===== config.mk =====
export PLATFORM = sky130hd
export DESIGN_NAME = rgarb_top
export DESIGN_NICKNAME = d
export VERILOG_FILES = /design/src/logic/rgarb_pkg.sv /design/src/logic/rgarb_rqgt_line.sv /design/src/logic/rgarb_top.sv
export SDC_FILE = /design/constraint.sdc
export NUM_CORES = 1
export LEC_CHECK = 0
export ABC_AREA = 0
export BUFFER_PORTS_ARGS = -buffer_cell sky130_fd_sc_hd__buf_4
export CAP_MARGIN = 20
export CELL_PAD_IN_SITES_DETAIL_PLACEMENT = 1
export CELL_PAD_IN_SITES_GLOBAL_PLACEMENT = 2
export CORE_AREA = 2 2 56 58
export CTS_CLUSTER_DIAMETER = 100
export DETAILED_ROUTE_END_ITERATION = 16
export DIE_AREA = 0 0 58 60
export GPL_TIMING_DRIVEN = 0
export PLACE_DENSITY_LB_ADDON = 0.1
export SETUP_SLACK_MARGIN = 0.4
export SLEW_MARGIN = 20
export SYNTH_ARGS = -nofsm -noshare
export SYNTH_HDL_FRONTEND = slang
export SYNTH_SLANG_ARGS = --single-unit

===== constraint.sdc =====
create_clock -name ref_clk -period 2 [get_ports ref_clk]
set_input_delay 0.4 -clock ref_clk [delete_from_list [all_inputs] [get_ports ref_clk]]
set_output_delay 0.4 -clock ref_clk [all_outputs]
set_load 0.01 [all_outputs]

===== src/logic/rgarb_pkg.sv =====
// Shared constants and types for the request/grant to hold/acknowledge bus arbiter.
//
// Notes on behaviour
// - A coprocessor request on the first line makes the bridge raise its hold request to the host.
// - Once the host acknowledges the hold, the bridge sends a grant pulse back on the first line.
// - A third-master request is passed to whichever party owns the bus, translated to that party's handshake.
// - While the coprocessor owns the bus, a third-master request becomes a request pulse on the second line.
// - A grant pulse from the coprocessor on the second line makes the bridge raise the third-master acknowledge.
// - When the third-master request falls, the bridge sends a release pulse to the coprocessor on the second line.
// - Request to acknowledge latency is at most the host, coprocessor and bridge latencies added together.

`default_nettype none

package rgarb_pkg;

    // ----------------------------------------------------------------
    // Timing and idle levels
    // ----------------------------------------------------------------
    // Cycles after a driven pulse during which its own echo is ignored.
    localparam logic [1:0] RGARB_ECHO_CYC   = 2'h3;
    localparam logic [1:0] RGARB_ECHO_NONE  = 2'h0;
    localparam logic       RGARB_LINE_IDLE  = 1'h1;
    localparam logic       RGARB_LINE_PULSE = 1'h0;

    // ----------------------------------------------------------------
    // Types
    // ----------------------------------------------------------------
    // Drive side of an open-drain request/grant line.
    typedef struct packed {
        logic level;
        logic oe;
    } rgarb_pin_t;

    typedef enum logic [3:0] {
        RGARB_ST_HOST,
        RGARB_ST_CP_HOLD,
        RGARB_ST_CP_OWN,
        RGARB_ST_CP_REQ3,
        RGARB_ST_TM_CP,
        RGARB_ST_TM_HOLD,
        RGARB_ST_TM_HOST,
        RGARB_ST_DROP
    } rgarb_state_t;

endpackage : rgarb_pkg

`default_nettype wire


===== src/logic/rgarb_rqgt_line.sv =====
// One open-drain request/grant line: pulse detection and pulse driving.

`timescale 1ns/1ps
`default_nettype none

module rgarb_rqgt_line
(
    // Clock and reset
    input  wire logic              ref_clk,
    input  wire logic              rst,
    // Pin
    input  wire logic              pin_level,
    output rgarb_pkg::rgarb_pin_t  pin_drv,
    // Arbiter side
    input  wire logic              send_pulse,
    output logic                   pulse_seen
);
    import rgarb_pkg::*;

    logic        sync1_r;
    logic        sync2_r;
    logic        prev_r;
    logic [1:0]  mask_r;
    rgarb_pin_t  drv_r;
    logic        seen_r;
    logic        sync1_nxt;
    logic        sync2_nxt;
    logic        prev_nxt;
    logic [1:0]  mask_nxt;
    rgarb_pin_t  drv_nxt;
    logic        seen_nxt;

    // ----------------------------------------------------------------
    // Next values
    // ----------------------------------------------------------------
    // Our own pulse comes back through the synchroniser, so detection is
    // masked for a few cycles after driving. A far-end pulse landing in that
    // window is missed; the protocol never sends one there.
    always_comb
    begin
        sync1_nxt     = pin_level;
        sync2_nxt     = sync1_r;
        prev_nxt      = sync2_r;
        drv_nxt.oe    = send_pulse;
        drv_nxt.level = send_pulse ? RGARB_LINE_PULSE : RGARB_LINE_IDLE;
        if (send_pulse)
            mask_nxt = RGARB_ECHO_CYC;
        else if (mask_r != RGARB_ECHO_NONE)
            mask_nxt = mask_r - 2'h1;
        else
            mask_nxt = RGARB_ECHO_NONE;
        seen_nxt = prev_r && !sync2_r && (mask_r == RGARB_ECHO_NONE) && !drv_r.oe;
    end

    // ----------------------------------------------------------------
    // Registers
    // ----------------------------------------------------------------
    always_ff @(posedge ref_clk)
    begin
        if (rst)
        begin
            sync1_r       <= RGARB_LINE_IDLE;
            sync2_r       <= RGARB_LINE_IDLE;
            prev_r        <= RGARB_LINE_IDLE;
            mask_r        <= RGARB_ECHO_NONE;
            drv_r.oe      <= 1'h0;
            drv_r.level   <= RGARB_LINE_IDLE;
            seen_r        <= 1'h0;
        end
        else
        begin
            sync1_r       <= sync1_nxt;
            sync2_r       <= sync2_nxt;
            prev_r        <= prev_nxt;
            mask_r        <= mask_nxt;
            drv_r         <= drv_nxt;
            seen_r        <= seen_nxt;
        end
    end

    assign pin_drv    = drv_r;
    assign pulse_seen = seen_r;

endmodule : rgarb_rqgt_line

`default_nettype wire


===== src/logic/rgarb_top.sv =====
// Bus arbiter bridging a pulsed request/grant coprocessor and two hold/acknowledge masters.

`timescale 1ns/1ps
`default_nettype none

module rgarb_top
(
    // Clock and reset
    input  wire logic              ref_clk,
    input  wire logic              rst,
    // Host processor hold handshake
    output logic                   hold_req,
    input  wire logic              hold_ack,
    // Coprocessor first request/grant line
    input  wire logic              coproc_req_grant_a_level,
    output rgarb_pkg::rgarb_pin_t  coproc_req_grant_a_drv,
    // Coprocessor second request/grant line
    input  wire logic              coproc_req_grant_b_level,
    output rgarb_pkg::rgarb_pin_t  coproc_req_grant_b_drv,
    // Third bus master hold handshake
    input  wire logic              third_master_bus_req,
    output logic                   third_master_bus_ack
);
    import rgarb_pkg::*;

    rgarb_state_t  state_r;
    rgarb_state_t  state_nxt;
    logic          hold_r;
    logic          hold_nxt;
    logic          ack_r;
    logic          ack_nxt;
    logic          cp_pend_r;
    logic          cp_pend_nxt;
    logic          hlda_s1_r;
    logic          hlda_s2_r;
    logic          treq_s1_r;
    logic          treq_s2_r;
    logic          send_a;
    logic          send_b;
    logic          seen_a;
    logic          seen_b;
    logic          cp_req_evt;

    // ----------------------------------------------------------------
    // Request/grant lines
    // ----------------------------------------------------------------
    rgarb_rqgt_line u_line_a
    (
        .ref_clk    (ref_clk),
        .rst        (rst),
        .pin_level  (coproc_req_grant_a_level),
        .pin_drv    (coproc_req_grant_a_drv),
        .send_pulse (send_a),
        .pulse_seen (seen_a)
    );

    rgarb_rqgt_line u_line_b
    (
        .ref_clk    (ref_clk),
        .rst        (rst),
        .pin_level  (coproc_req_grant_b_level),
        .pin_drv    (coproc_req_grant_b_drv),
        .send_pulse (send_b),
        .pulse_seen (seen_b)
    );

    // ----------------------------------------------------------------
    // Arbitration next state
    // ----------------------------------------------------------------
    // A coprocessor request pulse arriving while the bus is elsewhere is
    // latched so it is served once the host has the bus back.
    always_comb
    begin
        cp_req_evt = seen_a && (state_r == RGARB_ST_HOST || state_r == RGARB_ST_TM_HOLD ||
                                state_r == RGARB_ST_TM_HOST || state_r == RGARB_ST_DROP);
        state_nxt   = state_r;
        hold_nxt    = hold_r;
        ack_nxt     = ack_r;
        cp_pend_nxt = cp_pend_r || cp_req_evt;
        send_a      = 1'h0;
        send_b      = 1'h0;
        unique case (state_r)
            RGARB_ST_HOST:
            begin
                if (cp_pend_r || cp_req_evt)
                begin
                    hold_nxt    = 1'h1;
                    cp_pend_nxt = 1'h0;
                    state_nxt   = RGARB_ST_CP_HOLD;
                end
                else if (treq_s2_r)
                begin
                    hold_nxt  = 1'h1;
                    state_nxt = RGARB_ST_TM_HOLD;
                end
            end
            RGARB_ST_CP_HOLD:
            begin
                if (hlda_s2_r)
                begin
                    send_a    = 1'h1;
                    state_nxt = RGARB_ST_CP_OWN;
                end
            end
            RGARB_ST_CP_OWN:
            begin
                if (seen_a)
                begin
                    hold_nxt  = 1'h0;
                    state_nxt = RGARB_ST_DROP;
                end
                else if (treq_s2_r)
                begin
                    send_b    = 1'h1;
                    state_nxt = RGARB_ST_CP_REQ3;
                end
            end
            RGARB_ST_CP_REQ3:
            begin
                // The coprocessor floats its outputs before this pulse.
                if (seen_b)
                begin
                    ack_nxt   = 1'h1;
                    state_nxt = RGARB_ST_TM_CP;
                end
            end
            RGARB_ST_TM_CP:
            begin
                if (!treq_s2_r)
                begin
                    ack_nxt   = 1'h0;
                    send_b    = 1'h1;
                    state_nxt = RGARB_ST_CP_OWN;
                end
            end
            RGARB_ST_TM_HOLD:
            begin
                if (hlda_s2_r)
                begin
                    ack_nxt   = 1'h1;
                    state_nxt = RGARB_ST_TM_HOST;
                end
            end
            RGARB_ST_TM_HOST:
            begin
                if (!treq_s2_r)
                begin
                    ack_nxt   = 1'h0;
                    hold_nxt  = 1'h0;
                    state_nxt = RGARB_ST_DROP;
                end
            end
            RGARB_ST_DROP:
            begin
                // Waiting for the host to take back the bus avoids a new
                // hold being read as the old acknowledge.
                if (!hlda_s2_r)
                    state_nxt = RGARB_ST_HOST;
            end
        endcase
    end

    // ----------------------------------------------------------------
    // Registers
    // ----------------------------------------------------------------
    always_ff @(posedge ref_clk)
    begin
        if (rst)
        begin
            state_r   <= RGARB_ST_HOST;
            hold_r    <= 1'h0;
            ack_r     <= 1'h0;
            cp_pend_r <= 1'h0;
            hlda_s1_r <= 1'h0;
            hlda_s2_r <= 1'h0;
            treq_s1_r <= 1'h0;
            treq_s2_r <= 1'h0;
        end
        else
        begin
            state_r   <= state_nxt;
            hold_r    <= hold_nxt;
            ack_r     <= ack_nxt;
            cp_pend_r <= cp_pend_nxt;
            hlda_s1_r <= hold_ack;
            hlda_s2_r <= hlda_s1_r;
            treq_s1_r <= third_master_bus_req;
            treq_s2_r <= treq_s1_r;
        end
    end

    assign hold_req             = hold_r;
    assign third_master_bus_ack = ack_r;
endmodule : rgarb_top

`default_nettype wire


==> run_results.csv, run 1 <==
group,metric,value,unit
status,status,"completed",
logic_synthesis,synth_area,0.00102,sq mm
finish,num_antenna_cells,0,
timing,fin_worst_skew,0.00217,ns
timing,tns,0,ns
logic_synthesis,ys_types,40,
finish,area_growth_syn_to_layout,15.7,%
timing,fin_crit,1.41,ns
route,wl_met1,999,um
timing,tightestPinTransition,0.533,ns
timing,holdWs,0.260,ns
setup_path,worstPathMaxFanout,8,
route,first_pass_iters,4,
grt,grt_pass1_wl,3.74,mm
floorplan,io_pins,12,
floorplan,dieWidth,58,um
logic_synthesis,synth_common_cells,"26 x dfxtp_1, 7 x o21ai_0, 7 x or2_2",
logic_synthesis,synth_edf_count,0,
route,wl_met2,973,um
floorplan,die_h,60,um
cts,root_buffer,"clkbuf_4",
place,io_buffer_count,11,
route,met3_length,55,um
route,wire_per_inst,13.4,um
logic_synthesis,avgSynthCellArea,9.64,sq um
min_path,hold_class,"in2reg",
grt,overflow,0,
timing,finalCritPeriodShare,70.3,%
logic_synthesis,ys_ff_latch,26,
power_and_ir_drop,pwr-share-comb,32.5,%
place,hpwl,1.48,mm
floorplan,core,0.00290,sq mm
cts,cts_buffer_depth,2,
place,place_inst,150,
power_and_ir_drop,ir_drop,498,uV
logic_synthesis,synth_flop_cell,"dfxtp_1",
route,vias,769,
logic_synthesis,async_flop_share,0,%
route,wl,2.07,mm
timing,hold_violations,0,
route,routed_via_density,4.99,
cts,cts_buffers,3,
cts,htree_levels,1,
cts,hold_buffers,0,
cts,cts_sinks,26,
route,antenna_left,0,
job,maxCapViolations,0,
setup_path,cp.required,2.25,ns
power_and_ir_drop,pwr-share-seq,48.4,%
setup_path,end_kind,"flip-flop",
cts,cts_tree,"done",
power_and_ir_drop,leakage,0.482,nW
route,drc,0,
logic_synthesis,synthCells,106,
power_and_ir_drop,sw_frac_of_total,32.7,%
logic_synthesis,synth_most_common_cell,"dfxtp_1",
setup_path,critPathArrivalTime,1.66,ns
power_and_ir_drop,clock_power_share,19.1,%
grt,grt.total_usage,14.2,%
cts,clkSlewWorstSetupHoldPaths,0.14,ns
route,top_layer,"met4",
setup_path,crit_type,"reg2reg",
logic_synthesis,synth.yosys.seq_area_share,50.9,%
timing,max_freq,711,MHz
route,drt_iter0_markers,20,
cts,post-cts-setup-buffer-count,0,
finish,final_cells,154,
timing,setup_viol,0,
setup_path,start_kind,"flip-flop",
place,gp_routability_congestion,0.736,
logic_synthesis,synth_top_area_share,50.9,%
power_and_ir_drop,switching_power,0.447,mW
power_and_ir_drop,internal_power,0.921,mW
floorplan,die-area,0.00348,sq mm
grt,grt_max_degree,15,
grt,antenna_found_initial,0,
timing,drv_slew,0,
floorplan,initial_core_util,35.2,%
grt,grt_pass1_vias,802,
logic_synthesis,yosysTopAreaCell,"dfxtp_1",
finish,nNetsFinal,128,
timing,maxSlewHeadroom,64.5,%
cts,cts_resized,0,
logic_synthesis,synth_nets,112,
timing,grt_setup_unrepaired,"false",
cts,clock_latency,0.31,ns
logic_synthesis,ys_warn_count,0,
floorplan,rows,20,
finish,drive_above_1_share,28.1,%
logic_synthesis,ys_top_cells_by_area,"dfxtp_1 51%, or2_2 4.3%, o21ai_0 3.4%",
power_and_ir_drop,p_per_area,1160,mW/mm^2
==> state kept, by name (all words and copies together) (netlist names), 2 cells and up <==
| register | cells |
|---|---|
| u_line_a.mask_r | 2 |
| u_line_b.mask_r | 2 |
| state_r | 3 |
| u_line_b.pin_drv | 2 |
| u_line_a.pin_drv | 2 |
==> stage by stage <==
stage | util, % | setup slack (ns) | instance area [sq um] | total power [mW]
after floorplan | - | 0.796 | 1020 | 0.995
after global placement | 39.5 | 0.566 | 1150 | 1.11
after detailed placement | 39.5 | 0.557 | 1150 | 1.12
after CTS | 40.7 | 0.581 | 1180 | 1.39
after global routing | 40.7 | 0.466 | 1180 | 1.47
final | 40.7 | 0.594 | 1180 | 1.37
==> critical path, stage by stage (launching register included) <==
cell	delay [ns]
dfxtp_1	0.51
nor2b_1	0.10
o41a_1	0.32
o211ai_1	0.21
mux2i_1	0.20
==> power by group through the flow <==
stage,clock network (mW),registers [mW],logic [mW]
2_1_floorplan,0,0.658,0.337
3_3_place_gp,0,0.670,0.444
5_1_grt,0.299,0.675,0.499
6_report,0.262,0.662,0.444
3_5_place_dp,0,0.674,0.449
4_1_cts,0.280,0.663,0.450
==> routing by layer <==
metal  vias up  track usage (%)
li1        392                -
met1       363             18.9
met2        10             21.9
met3         4             1.95
met4         0             8.31
met5         -                0
==> worst paths after layout <==
check	from	endpoint	slack, ns	depth (start not counted)
worst max-delay path	state_r[1]$_SDFFE_PP0P_	state_r[2]$_SDFFE_PP0P_	0.59	4
worst min-delay path	coproc_req_grant_b_level	u_line_b.sync1_r$_SDFF_PP1_	0.26	2
worst max register to register	state_r[1]$_SDFFE_PP0P_	state_r[2]$_SDFFE_PP0P_	0.59	4
worst min register to register	u_line_a.sync1_r$_SDFF_PP1_	u_line_a.prev_nxt$_SDFF_PP1_	0.43	1
==> cell families after synthesis <==
logic type	Yosys count	synth area share, %
AO/OA/AOI/OAI	28	18.5
XOR/XNOR	1	0.857
buffers and inverters	12	5.75
flip-flops	26	50.9
multiplexers	2	2.08
AND/OR/NAND/NOR	37	21.9
==> cell usage in the layout (no fill, tap or decap), types with 2 or more instances in the layout <==
master    count
dfxtp_1      26
buf_4        12
or2_2         7
o21ai_0       7
nor2b_1       5
nand2b_1      5
inv_1         5
nor2_1        5
a21oi_1       4
nand2_1       3
o21ai_1       3
clkbuf_4      3
clkbuf_1      2
nor4_1        2
buf_2         2
a21oi_2       2
a31oi_1       2
nand3_1       2
==> layout make-up <==
cell class / count / area (sq um)
Fill cell: 347 / 1720
Multi-Input combinational cell: 68 / 443
Buffer: 6 / 36.3
Tap cell: 33 / 41.3
Sequential cell: 26 / 520
Inverter: 6 / 22.5
Clock buffer: 4 / 36.3
Timing Repair Buffer: 11 / 82.6
No activity file was read; power rests on OpenSTA's default activity.
==> run 2, diff against run 1 <==
Settings changed: CORE_AREA 2 2 56 58 to 2 2 61 63, DIE_AREA 0 0 58 60 to 0 0 63 65.
Clock period 2 ns to 1.27 ns, I/O delays scaled along.
==> run_results.csv, run 2 (same netlist as run 1, synthesis figures left out) <==
group,metric,value,unit
route,wire_per_inst,13.0,um
floorplan,rows,22,
finish,nNetsFinal,137,
cts,cts_tree,"done",
floorplan,die-area,0.00410,sq mm
setup_path,critPathArrivalTime,1.56,ns
floorplan,initial_core_util,29.2,%
route,antenna_left,0,
min_path,hold_class,"in2reg",
cts,hold_buffers,0,
cts,root_buffer,"clkbuf_4",
finish,drive_above_1_share,53.8,%
timing,drv_slew,0,
grt,antenna_found_initial,0,
place,io_buffer_count,11,
cts,cts_sinks,26,
place,dpl_cell_area,0.00119,sq mm
timing,setup_ws,-0.0297,ns
setup_path,end_kind,"flip-flop",
cts,clkSlewWorstSetupHoldPaths,0.14,ns
timing,max_freq,769,MHz
timing,hold_violations,0,
setup_path,crit_type,"reg2reg",
finish,final_cell_area,0.00141,sq mm
route,first_pass_iters,3,
floorplan,dieWidth,63,um
timing,finalCritPeriodShare,102,%
finish,top_register,"state_r",
timing,holdWs,0.104,ns
status,violations,"setup timing",
job,maxCapViolations,0,
status,status,"finished with violations",
grt,grt_pass1_vias,864,
floorplan,io_pins,12,
finish,largest_reg_flops,3,
power_and_ir_drop,finalPower,2.49,mW
power_and_ir_drop,leakage,0.568,nW
route,routed_via_density,4.62,
cts,cts_buffer_depth,2,
setup_path,start_kind,"flip-flop",
cts,clock_latency,0.32,ns
grt,grt.total_usage,12.8,%
finish,mostFrequentLayoutCells,"15 x buf_4, 13 x dfxtp_1, 10 x dfxtp_2",
setup_path,cp.required,1.53,ns
setup_path,worstPathMaxFanout,8,
route,wl,2.32,mm
grt,grt_max_degree,15,
cts,cts_buffers,3,
route,vias,823,
finish,area_growth_syn_to_layout,37.8,%
cts,htree_levels,1,
finish,final_common_cell,"buf_4",
power_and_ir_drop,p_per_area,1770,mW/mm^2
timing,setup_viol,4,
floorplan,die_h,65,um
timing,tightestPinTransition,0.508,ns
finish,num_antenna_cells,0,
timing,grt_setup_unrepaired,"true",
place,hpwl,1.54,mm
route,drc,0,
power_and_ir_drop,ir_drop,764,uV
timing,fin_crit,1.30,ns
timing,maxSlewHeadroom,66.1,%
place,gp_routability_congestion,0.726,
grt,grt_pass1_wl,4.04,mm
route,drt_iter0_markers,22,
floorplan,core,0.00350,sq mm
timing,fin_worst_skew,0.00831,ns
grt,overflow,0,
## run 2: changes by cell type in the layout (fill, tap and decap cells not counted), moves of 3 or more
cell and change:
buf_4 +3, buf_6 +7, dfxtp_1 -13, dfxtp_2 +10, dfxtp_4 +3, o21ai_0 -3, o21ai_2 +3
## run 2: final timing paths
path | start | to | slack (ns) | cells past startpoint
worst max-delay path | state_r[2]$_SDFFE_PP0P_ | state_r[2]$_SDFFE_PP0P_ | -0.03 | 3
worst min-delay path | coproc_req_grant_b_level | u_line_b.sync1_r$_SDFF_PP1_ | 0.10 | 2
worst max register to register | state_r[2]$_SDFFE_PP0P_ | state_r[2]$_SDFFE_PP0P_ | -0.03 | 3
worst min register to register | u_line_a.sync1_r$_SDFF_PP1_ | u_line_a.prev_nxt$_SDFF_PP1_ | 0.43 | 1
## run 2: area by class of cell
class | instances | area (sq um)
plain buffers | 6 | 62.6
clock buffers | 4 | 36.3
fillers | 423 | 2090
inverters | 6 | 22.5
multi-input cells | 68 | 510
flip-flops and latches | 26 | 544
well taps | 48 | 60.1
repair buffers | 20 | 173
## run 2: repair_timing
action | in CTS | in global routing
resized for setup | 29 | 12
buffers inserted | 8 | 1
setup endpoints to repair | 21 | 21
pin swaps | 5 | 4
## run 2: critical path, stage by stage, from the launching register on
cell and delay (ns):
dfxtp_4 0.40, o41a_1 0.42, o211ai_1 0.21, mux2i_1 0.20
## run 2: per-layer routing
metal | up-vias | GRT usage (%) | share of wire, %
met2 | 10 | 21.7 | 53
li1 | 412 | - | -
met1 | 397 | 16.0 | 43
met4 | 0 | 5.00 | 1.5
met3 | 4 | 2.60 | 2.7
met5 | - | 0 | 0
## run 2: stage by stage
| stage | setup slack [ns] | TNS, ns | util (%) | std cells |
|---|---|---|---|---|
| after floorplan | 0.0823 | 0 | - | 106 |
| after global placement | -0.0109 | -0.0109 | 34.1 | 165 |
| after detailed placement | 0.00582 | 0 | 34.1 | 165 |
| after CTS | -0.0132 | -0.0132 | 38.8 | 177 |
| after global routing | -0.0871 | -0.342 | 40.3 | 178 |
| final | -0.0297 | -0.0739 | 40.3 | 178 |
## run 2: power by group
part / switching [mW] / total (mW) / internal, mW / leakage, nW
Sequential: 0.162 / 1.11 / 0.947 / 0.217
Combinational: 0.420 / 0.961 / 0.541 / 0.330
Clock: 0.242 / 0.417 / 0.175 / 0.0210
Total: 0.823 / 2.49 / 1.66 / 0.568
==> run 3, diff against run 2 <==
==> constraint.sdc (replaced) <==
create_clock -name ref_clk -period 1.27 [get_ports ref_clk]
set_input_delay 0.127 -clock ref_clk [delete_from_list [all_inputs] [get_ports ref_clk]]
set_output_delay 0.127 -clock ref_clk [all_outputs]
set_load 0.01 [all_outputs]
==> run_results.csv, run 3 (same netlist as run 1, synthesis figures left out) <==
group,metric,value,unit
floorplan,dieWidth,63,um
route,vias,839,
route,routed_via_density,4.54,
timing,fin_worst_skew,0.0115,ns
min_path,hold_class,"in2reg",
finish,final_core_util,44.6,%
route,drc,0,
route,wire_per_inst,13.4,um
route,antenna_left,0,
grt,grt_max_degree,16,
setup_path,end_kind,"flip-flop",
finish,nNetsFinal,144,
min_path,whs_path_depth,2,
cts,root_buffer,"clkbuf_4",
timing,fin_crit,1.39,ns
job,maxCapViolations,0,
min_path,hold_end,"hlda_s1_r$_SDFF_PP0_",
finish,top_register,"state_r",
setup_path,worstReg2RegStart,"treq_s2_r$_SDFF_PP0_",
setup_path,r2r_slack,-0.12,ns
setup_path,r2r_end,"state_r[0]$_SDFFE_PP0P_",
cts,cts_buffers,3,
cts,clock_latency,0.32,ns
grt,antenna_found_initial,0,
finish,final_common_cell,"buf_4",
status,violations,"setup timing",
finish,largest_reg_flops,3,
place,gp_routability_congestion,0.718,
floorplan,initial_core_util,29.2,%
floorplan,rows,22,
floorplan,die-area,0.00410,sq mm
status,status,"finished with violations",
cts,cts_tree,"done",
timing,max_freq,718,MHz
route,wl,2.48,mm
route,drt_iter0_markers,18,
timing,tightestPinTransition,0.570,ns
min_path,hp-start,"hold_ack",
cts,cts_sinks,26,
finish,area_growth_syn_to_layout,52.4,%
finish,num_antenna_cells,0,
timing,grt_setup_unrepaired,"true",
floorplan,core,0.00350,sq mm
setup_path,crit_type,"reg2reg",
grt,grt_pass1_vias,870,
power_and_ir_drop,leakage,0.610,nW
timing,finalCritPeriodShare,110,%
timing,holdWs,0.0195,ns
cts,clkSlewWorstSetupHoldPaths,0.15,ns
setup_path,cp.required,1.46,ns
place,hpwl,1.54,mm
timing,hold_violations,0,
setup_path,worstPathMaxFanout,4,
power_and_ir_drop,p_per_area,1800,mW/mm^2
power_and_ir_drop,ir_drop,638,uV
floorplan,io_pins,12,
grt,grt.total_usage,12.6,%
setup_path,start_kind,"flip-flop",
timing,setup_viol,4,
floorplan,die_h,65,um
finish,drive_above_1_share,59.9,%
route,first_pass_iters,3,
cts,htree_levels,1,
setup_path,worstRegToRegCells,5,
setup_path,critPathArrivalTime,1.58,ns
timing,maxSlewHeadroom,62.0,%
finish,mostFrequentLayoutCells,"15 x buf_4, 13 x dfxtp_1, 12 x buf_6",
timing,drv_slew,0,
cts,cts_buffer_depth,2,
grt,grt_pass1_wl,4.04,mm
place,io_buffer_count,11,
timing,setup_ws,-0.123,ns
grt,overflow,0,
## run 3: cell types whose count changed in the layout (fill, tap and decap cells not counted), sizes merged
cell / before / now
buf: 24 / 28
bufinv: 0 / 1
clkbuf: 6 / 5
dlygate4sd3: 0 / 3
## run 3: worst max path at each step
| stage | from | depth (start not counted) | slack [ns] | endpoint |
|---|---|---|---|---|
| floorplan | treq_s2_r$_SDFF_PP0_ | 4 | 0.08 | state_r[2]$_SDFFE_PP0P_ |
| global placement | state_r[2]$_SDFFE_PP0P_ | 3 | -0.04 | state_r[2]$_SDFFE_PP0P_ |
| detailed placement | state_r[2]$_SDFFE_PP0P_ | 3 | -0.04 | state_r[2]$_SDFFE_PP0P_ |
| CTS | treq_s2_r$_SDFF_PP0_ | 4 | -0.06 | state_r[2]$_SDFFE_PP0P_ |
| global route | treq_s2_r$_SDFF_PP0_ | 4 | -0.19 | state_r[2]$_SDFFE_PP0P_ |
| finish | treq_s2_r$_SDFF_PP0_ | 5 | -0.12 | state_r[0]$_SDFFE_PP0P_ |
## run 3: what timing repair did
action	in CTS	in global routing
endpoints found under the setup margin	22	22
hold endpoints to repair	3	0
resized for setup	29	31
setup buffers	3	9
gates cloned	1	0
hold buffers	3	0
pin swaps	8	14
## run 3: critical path, cell delays in order (launching register included)
cell and delay, ns:
dfxtp_2 0.35, buf_6 0.12, buf_4 0.13, or4_4 0.47, a21oi_2 0.15, a211oi_2 0.04
## run 3: where the power goes
part           switching (mW)  leakage [nW]  total [mW]  internal [mW]
clock                   0.250        0.0279       0.569          0.319
sequential              0.142         0.217        1.09          0.951
combinational           0.503         0.365        1.14          0.632
total                   0.896         0.610        2.80           1.90
## run 3: cell type report
type / count / area [sq um]
plain buffers: 6 / 56.3
well taps: 48 / 60.1
clock buffers: 3 / 22.5
clock inverters: 1 / 30.0
multi-input cells: 68 / 573
repair buffers: 27 / 244
inverters: 6 / 22.5
flip-flops and latches: 26 / 549
fillers: 393 / 1940
## run 3: metrics by stage
stage	TNS (ns)	worst slack (ns)	instance area, sq um	power (mW)	std cells
2_1_floorplan	0	0.0823	1040	1.59	106
3_3_place_gp	-0.0353	-0.0353	1180	1.78	165
3_5_place_dp	-0.0478	-0.0374	1180	1.78	165
4_1_cts	-0.108	-0.0604	1380	2.50	176
5_1_grt	-0.555	-0.187	1560	3.00	185
6_report	-0.237	-0.123	1560	2.80	185
## run 3: routing by layer
metal | up-vias | track usage [%] | wire length [um] | part of all wire (%)
li1 | 426 | - | - | -
met1 | 406 | 16.3 | 1130 | 46
met4 | 0 | 3.33 | 0 | 0
met2 | 7 | 21.9 | 1310 | 53
met3 | 0 | 1.56 | 42 | 1.7
met5 | - | 0 | 0 | 0
